[config.mk]
export PLATFORM = sky130hd
export DESIGN_NAME = rcg_reset_clock_gen
export DESIGN_NICKNAME = d
export VERILOG_FILES = /design/src/hw/rcg_pkg.sv /design/src/hw/rcg_reset_clock_gen.sv
export SDC_FILE = /design/constraint.sdc
export NUM_CORES = 1
export LEC_CHECK = 0
export ABC_AREA = 1
export BUFFER_PORTS_ARGS = -buffer_cell sky130_fd_sc_hd__buf_2
export CORE_MARGIN = 3
export CORE_UTILIZATION = 55
export DETAILED_ROUTE_END_ITERATION = 6
export PLACE_DENSITY = 0.83
export SLEW_MARGIN = 15
export SYNTH_ARGS = -nofsm -noshare
export SYNTH_HDL_FRONTEND = slang
export SYNTH_SLANG_ARGS = --single-unit
[constraint.sdc]
create_clock -name ref_clk -period 4 [get_ports ref_clk]
set_input_delay 0.6 -clock ref_clk [delete_from_list [all_inputs] [get_ports ref_clk]]
set_output_delay 0.6 -clock ref_clk [all_outputs]
set_load 0.05 [all_outputs]
[src/hw/rcg_pkg.sv]
// constants and types shared by the reset and clock generator
// assumes a 32-bit apb register bus and a single block clock
package rcg_pkg;
    // apb register byte offsets
    localparam logic [11:0] CTRL_OFFS = 12'h000;
    localparam logic [11:0] STAT_OFFS = 12'h004;
    localparam logic [11:0] CMD_OFFS  = 12'h008;

    // control register fields and reset value
    localparam int          CTRL_RATIO_LSB  = 0;
    localparam int          CTRL_DMA_HALF   = 2;
    localparam int          CTRL_COPRO_BLK  = 3;
    localparam logic [31:0] CTRL_RESET      = 32'h0000_0000;

    // command register: write one for a fast processor reset
    localparam int          CMD_FAST_RESET  = 0;

    // status register fields
    localparam int          STAT_CPU_RST    = 0;
    localparam int          STAT_COPRO_RST  = 1;
    localparam int          STAT_BP_RST     = 2;
    localparam int          STAT_BCLK       = 3;
    localparam int          STAT_POR        = 4;

    // backplane divide ratio is base plus step times the selector
    localparam logic [3:0]  RATIO_BASE      = 4'h6;
    localparam logic [3:0]  RATIO_STEP      = 4'h2;

    // timer clock divides the colour burst reference by twelve
    localparam int          TIMER_DIV       = 12;
    localparam logic [3:0]  TIMER_HALF      = 4'(TIMER_DIV / 2);

    // coprocessor reset port
    localparam logic [15:0] COPRO_PORT      = 16'h00f1;

    // default length of a processor reset pulse in block cycles
    localparam int          RST_HOLD_CYCLES = 16;

    typedef struct packed {
        logic [1:0] ratioSel;
        logic       dmaHalf;
        logic       coproBlock;
    } rcg_cfg_t;

    // reset pulse sequencer, gray along idle, hold, align
    typedef enum logic [1:0] {
        RST_IDLE  = 2'b00,
        RST_HOLD  = 2'b01,
        RST_ALIGN = 2'b11
    } rcg_rst_state_t;
endpackage

[src/hw/rcg_reset_clock_gen.sv]
// reset and clock generator: backplane, dma and timer clocks plus
// processor, coprocessor and backplane resets
// assumes ref_clk is the buffered double-rate processor clock and that
// io write strobes arrive on ref_clk; pins are synchronised here
//
// Behaviour
// RULE_01 - all state machines run straight from the double-rate processor clock
// RULE_02 - backplane clock is processor clock divided by 6, 8, 10 or 12, 50% duty
// RULE_03 - dma clock is the backplane clock or that clock halved, per setting
// RULE_04 - timer clock is the colour burst reference divided by twelve
// RULE_05 - power-on reset clears all logic and asserts all three reset outputs; the read data register and input synchronisers keep their values
// RULE_06 - processor reset is synchronous and released on the proper clock phase
// RULE_07 - keyboard reset request or fast reset bit also pulse the processor reset
// RULE_08 - coprocessor reset times like processor reset; only por or port write
// RULE_09 - port write coprocessor reset is enabled after por and can be blocked
// RULE_10 - backplane reset is synchronous to backplane clock and only from por
// RULE_11 - dividers restart from a known state so clocks start glitch-free
`timescale 1ns/100ps
module rcg_reset_clock_gen #(
    parameter int RST_HOLD = rcg_pkg::RST_HOLD_CYCLES
) (
    input  wire logic        ref_clk,
    input  wire logic        resetn,
    input  wire logic [11:0] paddr,
    input  wire logic        psel,
    input  wire logic        penable,
    input  wire logic        pwrite,
    input  wire logic [31:0] pwdata,
    input  wire logic [3:0]  pstrb,
    output logic      [31:0] prdata,
    output logic             pready,
    output logic             pslverr,
    input  wire logic        porIn,
    input  wire logic        keyboardResetRequest,
    input  wire logic        colorBurstReference,
    input  wire logic        ioWriteValid,
    input  wire logic [15:0] ioWriteAddr,
    output logic             backplaneClock,
    output logic             dmaClock,
    output logic             timerClock,
    output logic             processorResetOut,
    output logic             coprocessorResetOut,
    output logic             backplaneResetDrive
);
    logic [1:0]            porSync_q;
    logic [2:0]            kbdSync_q;
    logic [2:0]            refSync_q;
    logic                  porSync;
    logic                  kbdRise;
    logic                  refRise;
    rcg_pkg::rcg_cfg_t     cfg_q;
    logic                  setup;
    logic                  access;
    logic                  mapped;
    logic                  fastReq;
    logic [31:0]           prdata_q;
    logic                  phase_q;
    logic [3:0]            ratio_q;
    logic [3:0]            bclkCnt_q;
    logic                  bclkWrap;
    logic                  bclkRise;
    logic                  bclk_q;
    logic                  dmaDiv_q;
    logic                  dma_q;
    logic [3:0]            tmrCnt_q;
    logic                  tmr_q;
    logic                  copTrig;
    logic [1:0]            trig;
    logic [1:0]            rstOut_q;
    logic                  bpRst_q;
    rcg_pkg::rcg_rst_state_t st_q [2];
    rcg_pkg::rcg_rst_state_t st_d [2];
    logic [15:0]           holdCnt_q [2];

    // two-flop synchronisers, third flop only for edge detection
    always_ff @(posedge ref_clk or negedge resetn)
    begin
        if (!resetn)
        begin
            porSync_q <= 2'h3;
            kbdSync_q <= 3'h0;
            refSync_q <= 3'h0;
        end
        else
        begin
            porSync_q <= {porSync_q[0], porIn};
            kbdSync_q <= {kbdSync_q[1:0], keyboardResetRequest};
            refSync_q <= {refSync_q[1:0], colorBurstReference};
        end
    end
    assign porSync = porSync_q[1];
    assign kbdRise = kbdSync_q[1] & ~kbdSync_q[2];
    assign refRise = refSync_q[1] & ~refSync_q[2];

    // apb decode, zero wait states
    assign setup   = psel & ~penable;
    assign access  = psel & penable;
    assign mapped  = (paddr == rcg_pkg::CTRL_OFFS) || (paddr == rcg_pkg::STAT_OFFS)
                     || (paddr == rcg_pkg::CMD_OFFS);
    assign pready  = 1'b1;
    assign pslverr = access & ~mapped;
    assign prdata  = prdata_q;
    assign fastReq = access & pwrite & pstrb[0] & (paddr == rcg_pkg::CMD_OFFS)
                     & pwdata[rcg_pkg::CMD_FAST_RESET];

    // control register, cleared again by power-on reset
    always_ff @(posedge ref_clk or negedge resetn)
    begin
        if (!resetn)
            cfg_q <= rcg_pkg::rcg_cfg_t'(rcg_pkg::CTRL_RESET[3:0]);
        else if (porSync)
            cfg_q <= rcg_pkg::rcg_cfg_t'(rcg_pkg::CTRL_RESET[3:0]); // [RULE_05] [RULE_09]
        else if (access & pwrite & pstrb[0] & (paddr == rcg_pkg::CTRL_OFFS))
        begin
            cfg_q.ratioSel   <= pwdata[rcg_pkg::CTRL_RATIO_LSB +: 2];
            cfg_q.dmaHalf    <= pwdata[rcg_pkg::CTRL_DMA_HALF];
            cfg_q.coproBlock <= pwdata[rcg_pkg::CTRL_COPRO_BLK];
        end
    end

    // read data captured in the setup phase
    always_ff @(posedge ref_clk or negedge resetn)
    begin
        if (!resetn)
            prdata_q <= 32'h0000_0000;
        else if (setup)
        begin
            prdata_q <= 32'h0000_0000;
            if (paddr == rcg_pkg::CTRL_OFFS)
            begin
                prdata_q[rcg_pkg::CTRL_RATIO_LSB +: 2] <= cfg_q.ratioSel;
                prdata_q[rcg_pkg::CTRL_DMA_HALF]       <= cfg_q.dmaHalf;
                prdata_q[rcg_pkg::CTRL_COPRO_BLK]      <= cfg_q.coproBlock;
            end
            else if (paddr == rcg_pkg::STAT_OFFS)
            begin
                prdata_q[rcg_pkg::STAT_CPU_RST]   <= rstOut_q[0];
                prdata_q[rcg_pkg::STAT_COPRO_RST] <= rstOut_q[1];
                prdata_q[rcg_pkg::STAT_BP_RST]    <= bpRst_q;
                prdata_q[rcg_pkg::STAT_BCLK]      <= bclk_q;
                prdata_q[rcg_pkg::STAT_POR]       <= porSync;
            end
        end
    end

    // processor clock phase, restarted by power-on reset
    always_ff @(posedge ref_clk or negedge resetn)
    begin
        if (!resetn)
            phase_q <= 1'b0;
        else
            phase_q <= porSync ? 1'b0 : ~phase_q; // [RULE_01] [RULE_06]
    end

    // backplane clock divider, new ratio taken only at period end
    assign bclkWrap = (bclkCnt_q == ratio_q - 4'h1);
    assign bclkRise = bclkWrap & ~porSync;
    always_ff @(posedge ref_clk or negedge resetn)
    begin
        if (!resetn)
        begin
            ratio_q   <= rcg_pkg::RATIO_BASE;
            bclkCnt_q <= 4'h0;
            bclk_q    <= 1'b1;
        end
        else if (porSync)
        begin
            ratio_q   <= rcg_pkg::RATIO_BASE; // [RULE_11]
            bclkCnt_q <= 4'h0;
            bclk_q    <= 1'b1;
        end
        else if (bclkWrap)
        begin
            ratio_q   <= rcg_pkg::RATIO_BASE + rcg_pkg::RATIO_STEP * {2'h0, cfg_q.ratioSel};
            bclkCnt_q <= 4'h0;
            bclk_q    <= 1'b1; // [RULE_02]
        end
        else
        begin
            bclkCnt_q <= bclkCnt_q + 4'h1;
            bclk_q    <= (bclkCnt_q + 4'h1) < (ratio_q >> 1); // [RULE_02]
        end
    end
    assign backplaneClock = bclk_q;

    // dma clock: follows backplane clock or toggles on its rising edges
    always_ff @(posedge ref_clk or negedge resetn)
    begin
        if (!resetn)
        begin
            dmaDiv_q <= 1'b0;
            dma_q    <= 1'b0;
        end
        else if (porSync)
        begin
            dmaDiv_q <= 1'b0;
            dma_q    <= 1'b0;
        end
        else
        begin
            if (bclkRise)
                dmaDiv_q <= ~dmaDiv_q;
            if (cfg_q.dmaHalf)
                dma_q <= bclkRise ? ~dmaDiv_q : dmaDiv_q; // [RULE_03]
            else
                dma_q <= bclkWrap ? 1'b1 : ((bclkCnt_q + 4'h1) < (ratio_q >> 1)); // [RULE_03]
        end
    end
    assign dmaClock = dma_q;

    // timer clock: toggles every sixth reference rising edge
    always_ff @(posedge ref_clk or negedge resetn)
    begin
        if (!resetn)
        begin
            tmrCnt_q <= 4'h0;
            tmr_q    <= 1'b0;
        end
        else if (porSync)
        begin
            tmrCnt_q <= 4'h0; // [RULE_11]
            tmr_q    <= 1'b0;
        end
        else if (refRise)
        begin
            if (tmrCnt_q == rcg_pkg::TIMER_HALF - 4'h1)
            begin
                tmrCnt_q <= 4'h0;
                tmr_q    <= ~tmr_q; // [RULE_04]
            end
            else
                tmrCnt_q <= tmrCnt_q + 4'h1;
        end
    end
    assign timerClock = tmr_q;

    // reset triggers: processor from keyboard or fast bit, coprocessor from port
    assign copTrig = ioWriteValid & (ioWriteAddr == rcg_pkg::COPRO_PORT)
                     & ~cfg_q.coproBlock; // [RULE_08] [RULE_09]
    assign trig    = {copTrig, kbdRise | fastReq}; // [RULE_07]

    // one reset pulse sequencer per processor and coprocessor
    for (genvar i = 0; i < 2; i++)
    begin : gRst
        always_comb
        begin
            st_d[i] = st_q[i];
            case (st_q[i])
                rcg_pkg::RST_IDLE:
                    if (trig[i])
                        st_d[i] = rcg_pkg::RST_HOLD;
                rcg_pkg::RST_HOLD:
                    if (holdCnt_q[i] == 16'h0000)
                        st_d[i] = rcg_pkg::RST_ALIGN;
                rcg_pkg::RST_ALIGN:
                    if (phase_q)
                        st_d[i] = rcg_pkg::RST_IDLE; // [RULE_06]
                default:
                    st_d[i] = rcg_pkg::RST_HOLD;
            endcase
            if (porSync)
                st_d[i] = rcg_pkg::RST_HOLD; // [RULE_05]
        end

        always_ff @(posedge ref_clk or negedge resetn)
        begin
            if (!resetn)
            begin
                st_q[i]     <= rcg_pkg::RST_HOLD;
                holdCnt_q[i] <= 16'(RST_HOLD - 1);
                rstOut_q[i] <= 1'b1;
            end
            else
            begin
                st_q[i]     <= st_d[i];
                rstOut_q[i] <= (st_d[i] != rcg_pkg::RST_IDLE); // [RULE_06] [RULE_08]
                if (st_d[i] == rcg_pkg::RST_HOLD && st_q[i] != rcg_pkg::RST_HOLD)
                    holdCnt_q[i] <= 16'(RST_HOLD - 2);
                else if (porSync)
                    holdCnt_q[i] <= 16'(RST_HOLD - 1);
                else if (holdCnt_q[i] != 16'h0000)
                    holdCnt_q[i] <= holdCnt_q[i] - 16'h0001;
            end
        end
    end
    assign processorResetOut   = rstOut_q[0];
    assign coprocessorResetOut = rstOut_q[1];

    // backplane reset: set by por, released on a backplane clock rise
    always_ff @(posedge ref_clk or negedge resetn)
    begin
        if (!resetn)
            bpRst_q <= 1'b1;
        else if (porSync)
            bpRst_q <= 1'b1; // [RULE_05] [RULE_10]
        else if (bclkRise)
            bpRst_q <= 1'b0; // [RULE_10]
    end
    assign backplaneResetDrive = bpRst_q;

    // checks
    chk_bclk_high_len: assert property (@(posedge ref_clk) // [RULE_02]
        disable iff (!resetn || porSync) $rose(backplaneClock) |-> backplaneClock[*3])
        else $error("backplane clock high phase too short");
    chk_bclk_count: assert property (@(posedge ref_clk) disable iff (!resetn) // [RULE_02]
        bclkCnt_q < ratio_q && ratio_q >= 4'h6 && ratio_q <= 4'hc)
        else $error("backplane divider out of range");
    chk_dma_direct: assert property (@(posedge ref_clk) // [RULE_03]
        disable iff (!resetn || porSync)
        $past(!cfg_q.dmaHalf) && $past(!porSync) |-> dmaClock == backplaneClock)
        else $error("dma clock does not follow backplane clock");
    chk_dma_half: assert property (@(posedge ref_clk) // [RULE_03]
        disable iff (!resetn || porSync)
        $past(cfg_q.dmaHalf) && $past(cfg_q.dmaHalf, 2) && $changed(dmaClock)
        |-> $rose(backplaneClock))
        else $error("halved dma clock moved off a backplane rise");
    chk_timer_edge: assert property (@(posedge ref_clk) // [RULE_04]
        disable iff (!resetn || porSync)
        $changed(timerClock) |-> $past(tmrCnt_q) == 4'h5 && $past(refRise))
        else $error("timer clock toggled off the sixth edge");
    chk_por_resets: assert property (@(posedge ref_clk) disable iff (!resetn) // [RULE_05] [RULE_11]
        porSync |=> processorResetOut && coprocessorResetOut && backplaneResetDrive
                    && bclkCnt_q == 4'h0 && tmrCnt_q == 4'h0)
        else $error("power-on reset did not reset outputs and dividers");
    chk_cpu_phase: assert property (@(posedge ref_clk) disable iff (!resetn) // [RULE_06]
        $fell(processorResetOut) |-> $past(phase_q))
        else $error("processor reset released on wrong phase");
    chk_cpu_hold: assert property (@(posedge ref_clk) // [RULE_06]
        disable iff (!resetn || porSync) $rose(processorResetOut) |-> processorResetOut[*8])
        else $error("processor reset pulse too short");
    chk_kbd_reset: assert property (@(posedge ref_clk) disable iff (!resetn) // [RULE_07]
        (kbdRise || fastReq) && !processorResetOut |=> processorResetOut)
        else $error("keyboard or fast reset did not reset processor");
    chk_copro_port: assert property (@(posedge ref_clk) disable iff (!resetn) // [RULE_08] [RULE_09]
        ioWriteValid && ioWriteAddr == rcg_pkg::COPRO_PORT && !cfg_q.coproBlock
        && !coprocessorResetOut |=> coprocessorResetOut)
        else $error("port write did not reset coprocessor");
    chk_copro_cause: assert property (@(posedge ref_clk) disable iff (!resetn) // [RULE_08]
        $rose(coprocessorResetOut) |-> $past(copTrig || porSync))
        else $error("coprocessor reset without cause");
    chk_bp_release: assert property (@(posedge ref_clk) disable iff (!resetn) // [RULE_10]
        $fell(backplaneResetDrive) |-> $rose(backplaneClock) && $past(!porSync))
        else $error("backplane reset released off a backplane clock rise");

    cov_kbd_reset:   cover property (@(posedge ref_clk) disable iff (!resetn)
        kbdRise ##1 processorResetOut);
    cov_copro_port:  cover property (@(posedge ref_clk) disable iff (!resetn)
        copTrig ##1 coprocessorResetOut);
    cov_dma_half:    cover property (@(posedge ref_clk) disable iff (!resetn)
        cfg_q.dmaHalf && $rose(dmaClock));
    cov_ratio_twelve: cover property (@(posedge ref_clk) disable iff (!resetn)
        ratio_q == 4'hc && $rose(backplaneClock));
endmodule

==> key figures <==
Run status
  • Status: complete, no violations

Clock tree
  • Hold buffers post-CTS: 0
  • Setup repair bufs after CTS: 0
  • Post-cts resize count: 0
  • H-tree lvl count: 3
  • Reg clk slew, reported paths: ~0.080 ns
  • Root buffer selected by CTS: clkbuf_8
  • CTS sink count: 72
  • CTS tree: yes
  • Clock buffer depth: 2
  • Num CTS Buffers: 9
  • Worst-Skew Late Latency: approximately 0.35 ns

Logic synthesis
  • Yosys cell types: 38
  • Yosys reg bits: 72
  • Post-synthesis cell count: 498
  • Asr flop ratio synth: 1.00
  • Syn_area_per_cell: 8.19 um^2
  • Top FF cell, synth: dfrtp_1
  • Post-synth top area share: 0.331
  • Post-synthesis sequential area ratio: 0.447
  • Number of synthesized flops with an enable pin: 0
  • Most frequent cell after synthesis: nand2_1
  • Cell area after synthesis: about 4100 um^2
  • Yosys warns: 0
  • Commonest cells in the netlist: 91 x nand2_1, 69 x nor2_1, 66 x inv_1
  • Largest area contributor in the netlist: dfrtp_1
  • Synth area leaders: dfrtp_1 33%, dfstp_2 12%, nand2_1 8.4%

Power and ir drop
  • Sequential power share: 0.494
  • Worst IR Drop VDD: about 320 uV
  • Pleak: 0.00232 uW
  • Combinational Power Share: 0.147
  • Sw Share: 0.293
  • Sw Pwr: approximately 470 uW
  • Power per cell area: 354 nW/um^2
  • Clock power share: 0.359
  • Internal: approximately 1100 uW

Worst setup path
  • Crit. path cell count: 8
  • FF-to-FF End: ratio_q[2]
  • WP data arrival: 1.63 ns
  • CP top delay family: simple AND/OR/NAND/NOR gates
  • Worst r2r path cells: 9
  • Crit path from: paddr[11]
  • Worst EP required: 3.40 ns
  • Crit Path Max Fanout: 5
  • Crit path kind: input port to primary output
  • Reg-to-Reg Start: ratio_q[1]
  • Worst Setup Start Kind: input port
  • Crit-path slowest cell: buf_2
  • CP endpoint: pslverr
  • CP cell instances: buf_2, nor2_1, nand2_1, nor2_2, nand3_1, nand2_1, a211oi_1, buf_2
  • Crit-path max cell delay: roughly 0.22 ns
  • Setup crit end kind: primary output
  • Worst Path Buf+Inv: 2
  • Register-to-register setup slack: 1.88 ns

Cells and area
  • Final #Nets: 636
  • Final Non-Filler Cells: between 600 and 700
  • Ratio of cells with drive above 1 in the final layout: 0.225
  • Fin util: 0.645
  • Syn-to-layout area delta: 10.3%
  • # diodes: 0

STA
  • Slew @ Worst Pin: 0.770 ns
  • Max-slew violation count: 0
  • Final setup viols: 0
  • Hold Vio Cnt, Final: 0
  • Slew HR: 0.486
  • Setup ws final: 1.77 ns
  • Post-layout min period: approximately 2.2 ns
  • RSZ-0062 raised after global routing: no
  • Fin Setup TNS: 0 ns
  • FMAX: 0.449 GHz
  • Final setup skew: around 0.014 ns
  • Period utilization: 0.557

GRT
  • Initial antenna violation count: 0
  • GRT Util Overall: 0.194
  • M2 GR Usage: 0.343
  • Pin count of the biggest net entering global routing: between 40 and 50
  • GR peak layer: met2
  • First-pass GRT wire length: 13,400 um
  • Grt ovf: 0
  • Vias in the first global route: ~3.1k
  • GR Layer Usage met1: 0.229
  • Met3 Usage GRT: 0.0517

Flow run
  • Max Cap Viol: 0

Die
  • Die W: 92.1 um
  • Die area: approximately 8500 um^2
  • Std cell rows: 30
  • Core Area: 6980 um^2
  • DIE HEIGHT: 92.1 um
  • Initial Utilization: 0.584
  • Number of I/O pins: roughly 110

Routing
  • TritonRoute pass-1 iters: 4
  • Avg WL per Cell: 11.9 um
  • Routed WL: 7760 um
  • Final routed DRC violation total: 0
  • Vias/cell: 4.93
  • Via count: 3,232
  • Initial DRC count: 154
  • Post-route ant nets: 0

Place
  • Dpl ws: 1.80 ns
  • # port buffers: between 50 and 60
  • Final HPWL DP: 5740 um
  • DP Cell Count: 639
  • Gpl congestion: approximately 0.85

Worst hold path
  • Worst hold path class: input port to async pin
## metal layers
layer	wire (um)	up-vias
li1	-	1610
met2	3900	81
met1	3380	1529
met5	0	-
met4	110	0
met3	372	12
## area by class of cell
| type | instances | area (um^2) |
|---|---|---|
| fillers | 571 | 2480 |
| multi-input cells | 350 | 1830 |
| clock buffers | 11 | 141 |
| inverters | 67 | 251 |
| well taps | 96 | 120 |
| flip-flops and latches | 72 | 1820 |
| repair buffers | 54 | 273 |
| clock inverters | 5 | 56.3 |
## worst min-delay path by stage
stage / endpoint / slack, ns / depth (start not counted)
3_3_place_gp: refSync_q[1] / 0.34 / 0
4_1_cts: prdata[4] / 0.28 / 1
3_5_place_dp: refSync_q[1] / 0.34 / 0
6_report: prdata[4] / 0.28 / 1
2_1_floorplan: bclkCnt_q[0] / 0.30 / 0
5_1_grt: prdata[4] / 0.30 / 1
## cell families (layout without fill, tap and decap cells)
group	count (synthesis)	in the layout	synth area share
and+or+nand+nor	248	248	0.291
buffers and inverters	102	137	0.127
DFF	72	72	0.447
AOI/OAI and AO/OA	44	44	0.0604
xor gates and xnor gates	21	21	0.0451
adders and majority gates	9	9	0.0276
other	2	28	0.00184
## placed cells by master (no fill, tap or decap), types with 9 or more instances in the layout
cell and n:
inv_1 66, nor2_2 19, ha_1 9, dfstp_2 18, a21oi_1 11, nand3_1 28
nor2_1 69, clkbuf_8 10, dfrtp_1 54, conb_1 28, nand2_1 91, xor2_1 19
nor3_1 13, buf_2 53, o21ai_0 18
## power by group through the flow
stage	combinational, uW	clock, uW	sequential, uW
2_1_floorplan	163	0	829
3_3_place_gp	228	0	798
3_5_place_dp	235	0	800
4_1_cts	236	587	787
5_1_grt	259	622	791
6_report	234	573	787
## sequential cells by signal, summed over array words and instances, names as in the netlist, 2 cells and up
signal,cells
kbdSync_q,3
holdCnt_q,32
refSync_q,3
st_q,4
bclkCnt_q,4
prdata,5
porSync_q,2
tmrCnt_q,4
ratio_q,3
cfg_q,4
## metrics by stage
stage | total power (uW) | hold slack (ns) | cell area, um^2
6_report | 1590 | 0.277 | 4500
5_1_grt | 1670 | 0.299 | 4500
4_1_cts | 1610 | 0.285 | 4500
3_5_place_dp | 1040 | 0.341 | 4300
3_3_place_gp | 1030 | 0.344 | 4300
2_1_floorplan | 992 | 0.304 | 4180
Note: power is estimated with default switching activity, not from simulation.
